==> src/logic/stack_unit_defines.svh <==
// constants for the stack pointer unit
`ifndef STACK_UNIT_DEFINES_SVH
`define STACK_UNIT_DEFINES_SVH
`define SP_RESET_VALUE 16'h1000
`define SP_STEP 16'h0002
`define SP_ALIGN_MASK 16'hFFFE
`define PC_LOW_MSB 15
`define PC_HIGH_MSB 22
`define PC_HIGH_LSB 16
`define PC_HIGH_WIDTH 7
`define STATUS_LOW_MSB 7
`define IPL_MSB 7
`define IPL_LSB 5
`endif

==> src/logic/stack_unit_pkg.sv <==
// types shared by the stack pointer unit
package stack_unit_pkg;
	typedef enum logic [2:0] {
		op_none,
		op_push_word,
		op_pop_word,
		op_call,
		op_exception,
		op_return
	} stack_op_type;

	typedef struct packed {
		logic valid;
		logic write;
		logic [15:0] addr;
		logic [15:0] wdata;
	} mem_req_type;
endpackage

==> src/logic/stack_ptr_reg.sv <==
// stack pointer register with forced word alignment
`timescale 1ns/1ps
`include "stack_unit_defines.svh"
module stack_ptr_reg (
	input wire logic i_clk,
	input wire logic i_rst,
	input wire logic i_load,
	input wire logic [15:0] i_value,
	output logic [15:0] o_value
);
	logic [15:0] value;
	logic [15:0] next_value;

	// bit 0 is masked on every load, so no write can misalign the stack
	always_comb begin
		next_value = value;
		if (i_load) begin
			next_value = i_value & `SP_ALIGN_MASK;
		end
	end

	always_ff @(posedge i_clk or posedge i_rst) begin
		if (i_rst) begin
			value <= `SP_RESET_VALUE;
		end else begin
			value <= next_value;
		end
	end

	assign o_value = value;
endmodule

==> src/logic/software_stack_pointer_unit.sv <==
// stack pointer unit: pushes, pops and program counter stacking
//
// What this block does
// - pointer auto-updates on calls, exceptions, returns; writable
// - pointer bit 0 always reads zero
// - every reset loads pointer with 0x1000
// - software may relocate pointer when idle; new value used, writes during an op dropped
// - pointer addresses first free word, grows upward
// - push writes then increments; pop decrements then reads
// - pc low word first, pc 22:16 next
// - call push zero-fills upper byte of word two
// - exception push saves status low byte in word two
// - stack addresses unpaged, 0x0000 to 0xFFFF only
// - frame pointer unpaged when frame mode active
// - saved status bits 7:5 carry priority level
//
// stack frame as seen in data memory, lowest address first:
//   sp_before + 0 : pc bits 15:0 (call and exception)
//   sp_before + 2 : upper byte, one zero bit, pc bits 22:16
//   sp_after      : first free word, where the next push lands
// a plain word push uses only the second slot of that layout, so the
// sequencer enters at its second write state and skips the low pc word.
// the upper byte of the second word is zero for a call and the saved
// status low byte for an exception, with the priority level forced in
// from the live priority input so that a return restores both at once.
// the pointer never crosses into paged data space: all arithmetic stays
// inside 16 bits and simply wraps, which the user must avoid by keeping
// the stack well clear of the top of the address range.
`timescale 1ns/1ps
`include "stack_unit_defines.svh"
module software_stack_pointer_unit
	import stack_unit_pkg::*;
(
	input wire logic i_clk,
	input wire logic i_rst,
	input wire stack_op_type i_op,
	input wire logic [15:0] i_push_data,
	input wire logic [22:0] i_pc,
	input wire logic [7:0] i_status_low_byte,
	input wire logic [2:0] i_interrupt_priority_level,
	input wire logic i_sp_write,
	input wire logic [15:0] i_sp_wdata,
	input wire logic [15:0] i_frame_pointer_reg,
	input wire logic i_frame_pointer_active,
	input wire logic i_mem_ready,
	input wire logic [15:0] i_mem_rdata,
	output mem_req_type o_mem_req,
	output logic o_extended_data_paging,
	output logic o_frame_paging_bypass,
	output logic [15:0] o_frame_addr,
	output logic o_busy,
	output logic o_done,
	output logic [15:0] o_pop_data,
	output logic [22:0] o_return_pc,
	output logic [7:0] o_restored_status,
	output logic [15:0] o_stack_pointer_reg
);
	typedef enum logic [2:0] {
		st_idle,
		st_push_one,
		st_push_two,
		st_pop_one,
		st_pop_two
	} seq_state_type;

	// sequencer group: where we are, which op runs, and the second word to write
	seq_state_type state;
	seq_state_type next_state;
	stack_op_type op;
	stack_op_type next_op;
	logic [15:0] second_word;
	logic [15:0] next_second_word;

	// result group: words read back by pops and the done pulse
	logic [15:0] high_word;
	logic [15:0] next_high_word;
	logic done;
	logic next_done;
	logic [15:0] pop_data;
	logic [15:0] next_pop_data;
	logic [22:0] return_pc;
	logic [22:0] next_return_pc;
	logic [7:0] restored_status;
	logic [7:0] next_restored_status;

	// pointer load request towards the aligned pointer register
	logic sp_load;
	logic [15:0] sp_load_value;
	logic [15:0] stack_pointer_reg;

	// pointer steps by one 16-bit word; the sum wraps inside 16 bits
	function automatic logic [15:0] step_up(input logic [15:0] sp);
		step_up = sp + `SP_STEP;
	endfunction

	function automatic logic [15:0] step_down(input logic [15:0] sp);
		step_down = sp - `SP_STEP;
	endfunction

	// word two of a pc push: call zero-fills, exception saves status low byte
	function automatic logic [15:0] pc_high_word(input logic [22:0] pc,
			input logic with_status, input logic [7:0] status_low_byte, input logic [2:0] interrupt_priority_level);
		logic [7:0] upper;
		upper = 8'h00;
		if (with_status) begin
			upper = status_low_byte;
			upper[`IPL_MSB:`IPL_LSB] = interrupt_priority_level;
		end
		pc_high_word = {upper, 1'b0, pc[`PC_HIGH_MSB:`PC_HIGH_LSB]};
	endfunction

	// the pointer lives in its own register so that alignment is enforced in
	// one place for both software writes and automatic steps; the sequencer
	// only ever asks for a load and never writes the pointer directly
	stack_ptr_reg u_sp (
		.i_clk(i_clk),
		.i_rst(i_rst),
		.i_load(sp_load),
		.i_value(sp_load_value),
		.o_value(stack_pointer_reg)
	);

	// sequencer: one word per memory handshake, pointer moves on acceptance
	always_comb begin
		next_state = state;
		next_op = op;
		next_second_word = second_word;
		sp_load = 1'b0;
		sp_load_value = stack_pointer_reg;
		o_mem_req = '0;
		case (state)
			st_idle: begin
				// a software write takes the pointer like any working register
				if (i_sp_write) begin
					sp_load = 1'b1;
					sp_load_value = i_sp_wdata;
				end else begin
					next_op = i_op;
					case (i_op)
						op_push_word: begin
							next_state = st_push_two;
							next_second_word = i_push_data;
						end
						op_call, op_exception: begin
							next_state = st_push_one;
							next_second_word = pc_high_word(i_pc, i_op == op_exception,
								i_status_low_byte, i_interrupt_priority_level);
						end
						op_pop_word, op_return: begin
							next_state = (i_op == op_return) ? st_pop_one : st_pop_two;
						end
						default: begin
							next_state = st_idle;
						end
					endcase
				end
			end
			st_push_one: begin
				// low pc word goes to the first free word
				o_mem_req = '{1'b1, 1'b1, stack_pointer_reg, i_pc[`PC_LOW_MSB:0]};
				if (i_mem_ready) begin
					sp_load = 1'b1;
					sp_load_value = step_up(stack_pointer_reg);
					next_state = st_push_two;
				end
			end
			st_push_two: begin
				// write at the pointer, then post-increment
				o_mem_req = '{1'b1, 1'b1, stack_pointer_reg, second_word};
				if (i_mem_ready) begin
					sp_load = 1'b1;
					sp_load_value = step_up(stack_pointer_reg);
					next_state = st_idle;
				end
			end
			st_pop_one: begin
				// return pops the high word first, the pre-decremented address
				o_mem_req = '{1'b1, 1'b0, step_down(stack_pointer_reg), 16'h0000};
				if (i_mem_ready) begin
					sp_load = 1'b1;
					sp_load_value = step_down(stack_pointer_reg);
					next_state = st_pop_two;
				end
			end
			st_pop_two: begin
				o_mem_req = '{1'b1, 1'b0, step_down(stack_pointer_reg), 16'h0000};
				if (i_mem_ready) begin
					sp_load = 1'b1;
					sp_load_value = step_down(stack_pointer_reg);
					next_state = st_idle;
				end
			end
			default: begin
				next_state = st_idle;
			end
		endcase
	end

	always_ff @(posedge i_clk or posedge i_rst) begin
		if (i_rst) begin
			state <= st_idle;
			op <= op_none;
			second_word <= 16'h0000;
		end else begin
			state <= next_state;
			op <= next_op;
			second_word <= next_second_word;
		end
	end

	// pop results: taken on the accepting edge and held until the next pop;
	// kept apart from the sequencer so the pointer path stays short
	always_comb begin
		next_high_word = high_word;
		next_done = 1'b0;
		next_pop_data = pop_data;
		next_return_pc = return_pc;
		next_restored_status = restored_status;
		case (state)
			st_push_two: begin
				// the last pushed word ends the op
				if (i_mem_ready) begin
					next_done = 1'b1;
				end
			end
			st_pop_one: begin
				// a return reads its high word first
				if (i_mem_ready) begin
					next_high_word = i_mem_rdata;
				end
			end
			st_pop_two: begin
				if (i_mem_ready) begin
					next_done = 1'b1;
					next_pop_data = i_mem_rdata;
					// only a return rebuilds pc and status from the two words
					if (op == op_return) begin
						next_return_pc = {high_word[`PC_HIGH_WIDTH-1:0], i_mem_rdata};
						next_restored_status = high_word[15:8];
					end
				end
			end
			default: begin
				next_done = 1'b0;
			end
		endcase
	end

	// result registers; cleared on reset so no stale pop shows after it
	always_ff @(posedge i_clk or posedge i_rst) begin
		if (i_rst) begin
			high_word <= 16'h0000;
			done <= 1'b0;
			pop_data <= 16'h0000;
			return_pc <= 23'h000000;
			restored_status <= 8'h00;
		end else begin
			high_word <= next_high_word;
			done <= next_done;
			pop_data <= next_pop_data;
			return_pc <= next_return_pc;
			restored_status <= next_restored_status;
		end
	end

	// frame pointer in frame mode is a stack address too, so it bypasses
	// paging; the address itself passes unmodified in its 16 bits
	always_comb begin
		o_frame_paging_bypass = 1'b0;
		o_frame_addr = i_frame_pointer_reg;
		if (i_frame_pointer_active) begin
			o_frame_paging_bypass = 1'b1;
		end
	end

	// stack addresses never carry a page; 16-bit range only
	assign o_extended_data_paging = 1'b0;
	assign o_busy = (state != st_idle);
	assign o_done = done;
	assign o_pop_data = pop_data;
	assign o_return_pc = return_pc;
	assign o_restored_status = restored_status;
	assign o_stack_pointer_reg = stack_pointer_reg;
endmodule

==> config.mk <==
export PLATFORM = sky130hd
export DESIGN_NAME = software_stack_pointer_unit
export DESIGN_NICKNAME = d
export VERILOG_FILES = /design/src/logic/stack_unit_pkg.sv /design/src/logic/stack_ptr_reg.sv /design/src/logic/software_stack_pointer_unit.sv
export VERILOG_INCLUDE_DIRS = /design/src /design/src/logic
export SDC_FILE = /design/constraint.sdc
export NUM_CORES = 1
export LEC_CHECK = 0
export BUFFER_PORTS_ARGS = -buffer_cell sky130_fd_sc_hd__buf_4
export CAP_MARGIN = 10
export CORE_ASPECT_RATIO = 1.4
export CORE_UTILIZATION = 45
export DETAILED_ROUTE_END_ITERATION = 8
export PLACE_DENSITY = 0.75
export SETUP_SLACK_MARGIN = 0.3
export SLEW_MARGIN = 20
export SYNTH_ARGS = -nofsm -noshare
export SYNTH_HDL_FRONTEND = slang
export SYNTH_SLANG_ARGS = --single-unit
export TNS_END_PERCENT = 5
==> constraint.sdc <==
create_clock -name i_clk -period 9.4 [get_ports i_clk]
set_clock_uncertainty 0.15 [all_clocks]
set_input_delay 1.41 -clock i_clk [delete_from_list [all_inputs] [get_ports i_clk]]
set_output_delay 1.41 -clock i_clk [all_outputs]
set_load 0.005 [all_outputs]
==> impl_metrics.json <==
{
  "finalSetupViolations": 0,
  "die_y_um": 133,
  "netlist_instances": 537,
  "worstSetupStartpointType": "flip-flop",
  "yosys_most_used_dff": "dfrtp_1",
  "grt-ovfl-total": 0,
  "fmax_ghz": 0.214,
  "clock_latency_ns": 0.34,
  "grt_pass1_wl_um": 23500,
  "n_antenna_cell": 0,
  "vias": 4744,
  "grt_pass1_vias": 4758,
  "drtAntennaViolNets": 0,
  "maxCapViolCount": 0,
  "yosysSeqAreaShare_pct": 45.7,
  "portBuffers": 181,
  "synth_edf_count": 0,
  "worst_ep_required_time_ns": 7.84,
  "fin_nets": 785,
  "finalSetupTns_ns": 0,
  "grt_max_degree": 79,
  "worst-endpoint-arrival_ns": 3.12,
  "cp_max_fo": 28,
  "crit_chain": "inv_1 > nand2_1 > inv_1 > o21ai_0 > o31ai_1 > buf_4",
  "holdBufCountCts": 0,
  "dp_hpwl_um": 10400,
  "finalMaxSlewViolations": 0,
  "drt_drc_violations_left": 0,
  "ir_worst_vdd_mv": 0.158,
  "synthSimpleGateAreaFrac_pct": 13.9,
  "switching_share_pct": 38.3,
  "rsz0062_at_grt": "false",
  "worstMarginPinSlew_ns": 1.06,
  "io_pins": 223,
  "core_area_um2": 11800,
  "post_cts_resized": 0,
  "synth_top_area_share_pct": 45.2,
  "dp_slack_ns": 5.08,
  "synth_area_um2": 5480,
  "status": "finished, final reports clean",
  "track_usage_pct": 23.7,
  "worst_hold_path_type": "flip-flop to flip-flop",
  "synth_warnings": 0,
  "synth_top_family_by_area": "compound AO/OA/AOI/OAI gates",
  "critPathTopFamily": "flip-flops",
  "period_share_pct": 49.8,
  "cts_buffers": 9,
  "antenna_found_initial": 0,
  "initial_core_util_pct": 46.3,
  "path_clk_slew_ns": 0.07,
  "cts.sinks": 100,
  "setup_ws_ns": 4.72,
  "power_density_nw_per_um2": 296,
  "critPathBufInv": 3,
  "synth_compound_area_share_pct": 15.5,
  "routed_wl_um": 14500,
  "crit_path_max_incr_delay_ns": 0.95,
  "clkPwrFrac_pct": 17.6,
  "combPwrFrac_pct": 44.7,
  "ys_types": 60,
  "intPower_w": 0.00129,
  "yosys-top-cells-area": "dfrtp_1 45%, mux2_2 13%, a22oi_1 3.7%",
  "worst_path_max_delay_cell": "dfrtp_1",
  "async_reset_ff_share_pct": 100,
  "clk_path_buf_depth": 2,
  "gp_congestion": 0.884,
  "drtIter0Drc": 244,
  "synth_seq_cells": 100,
  "drtPass1Iterations": 4,
  "synth.area.mux_share_pct": 15.4,
  "cts_root_buf": "clkbuf_16",
  "synth_xor_area_share_pct": 1.60,
  "via_per_inst": 5.72,
  "path_common_cell": "inv_1",
  "std_cell_rows": 47,
  "htreeDepth": 3,
  "finalHoldViolations": 0,
  "area_growth_syn_to_layout_pct": 28.9,
  "critPathKind": "flip-flop to primary output",
  "place_inst": 812,
  "cts_tree": "yes",
  "period_needed_ns": 4.68,
  "wl_per_cell_um": 17.5,
  "fin_cells": 829,
  "max_slew_margin_pct": 29.0,
  "avgSynthCellArea_um2": 10.2,
  "p_seq_share_pct": 37.7,
  "leakage_nw": 3.39,
  "die_area_um2": 12600,
  "cts_setup_buffers": 0,
  "power_switching_w": 0.000801,
  "synth_fa_ha_area_share_pct": 0.457,
  "worstSetupEndpointType": "primary output",
  "yosys.area.top_type": "dfrtp_1",
  "die_w_um": 95.2,
  "drive_above_1_share_pct": 41.9
}
## synth_stat cells (all sizes together), types with 5 or more instances
library cell  instances
dfrtp                99
mux2                 66
buf                  46
o21ai                44
nor2                 42
nand2                40
a22oi                27
a21oi                22
clkbuf               14
inv                  12
nor3                 11
mux2i                10
nand3                 9
nor2b                 9
nor4                  7
xnor2                 7
a31oi                 5
## routing by layer
metal / GRT usage, % / routed length [µm] / up-vias
met5: 0 / 0 / -
met4: 9.01 / 303 / 0
met3: 4.37 / 952 / 21
met2: 40.5 / 7680 / 207
met1: 29.1 / 5590 / 2317
li1: - / - / 2199
## area by class of cell
cell class / instances / area, µm²
Fill cell: 1029 / 4760
Multi-Input combinational cell: 366 / 2600
Clock inverter: 7 / 73.8
Sequential cell: 100 / 2500
Clock buffer: 9 / 225
Inverter: 13 / 51.3
Timing Repair Buffer: 187 / 1420
Tap cell: 147 / 184
## placed cells by master, fill, tap and decap left out, types with 3 or more instances in the layout
| master | n |
|---|---|
| a211oi_1 | 3 |
| a21oi_1 | 22 |
| a221oi_1 | 3 |
| a22oi_1 | 27 |
| a31oi_1 | 5 |
| a32oi_1 | 4 |
| and2_1 | 3 |
| buf_4 | 186 |
| clkbuf_16 | 9 |
| conb_1 | 3 |
| dfrtp_1 | 99 |
| inv_1 | 11 |
| mux2_2 | 64 |
| mux2i_1 | 10 |
| nand2_1 | 40 |
| nand3_1 | 9 |
| nand4_1 | 4 |
| nor2_1 | 40 |
| nor2b_1 | 7 |
| nor3_1 | 10 |
| nor4_1 | 4 |
| o21ai_0 | 40 |
| o21ai_1 | 3 |
| o221ai_1 | 4 |
| o22ai_1 | 4 |
| o31ai_1 | 4 |
| or3_1 | 3 |
| xnor2_1 | 7 |
| xor2_1 | 3 |
## worst paths after layout
| path | slack (ns) | start | depth (start not counted) | to |
|---|---|---|---|---|
| max | 4.72 | state[2] | 6 | o_mem_req[23] |
| min | 0.34 | second_word[8] | 2 | second_word[8] |
| max reg2reg | 5.94 | state[2] | 5 | o_return_pc[0] |
| min reg2reg | 0.34 | second_word[8] | 2 | second_word[8] |
| max in group asynchronous | 7.22 | i_rst | 4 | u_sp.o_value[12] |
| min in group asynchronous | 0.88 | i_rst | 2 | second_word[13] |
## state kept, by name, indices dropped and copies added, names as in the netlist
| signal | cells |
|---|---|
| state | 3 |
| o_done | 1 |
| o_pop_data | 16 |
| u_sp.o_value | 15 |
| op | 3 |
| high_word | 15 |
| o_restored_status | 8 |
| second_word | 16 |
| o_return_pc | 23 |
## power groups by stage
stage | Clock, W | Sequential, W | Combinational [W]
final | 0.000368 | 0.000787 | 0.000935
after global routing | 0.000397 | 0.000818 | 0.00103
after CTS | 0.000378 | 0.000785 | 0.000938
after detailed placement | 0 | 0.000793 | 0.000937
after global placement | 0 | 0.000779 | 0.000908
after floorplan | 0 | 0.000718 | 0.000594
## worst register-to-register path, stage by stage (launching register included)
cell     delay (ns)
dfrtp_1        0.95
nand2_1        0.26
nor3_4         0.88
and4b_1        0.31
buf_4          0.39
mux2_2         0.41
## per-stage QoR
step | util, % | hold WS, ns | area [µm²] | power, W
floorplan | - | 0.300 | 5480 | 0.00131
global placement | 56.8 | 0.317 | 6720 | 0.00169
detailed placement | 56.8 | 0.324 | 6720 | 0.00173
CTS | 59.4 | 0.342 | 7020 | 0.00210
global route | 59.7 | 0.375 | 7060 | 0.00225
finish | 59.7 | 0.339 | 7060 | 0.00209
## cell families (layout without fill, tap and decap cells)
family          Yosys count  in the layout
flops                   100            100
simple gates            143            143
fa+ha+maj                 2              2
other cells               1              3
compound gates          132            132
xor+xnor                 10             10
mux                      76             76
buf+inv                  73            216
Power figures use the tool's default switching activity.
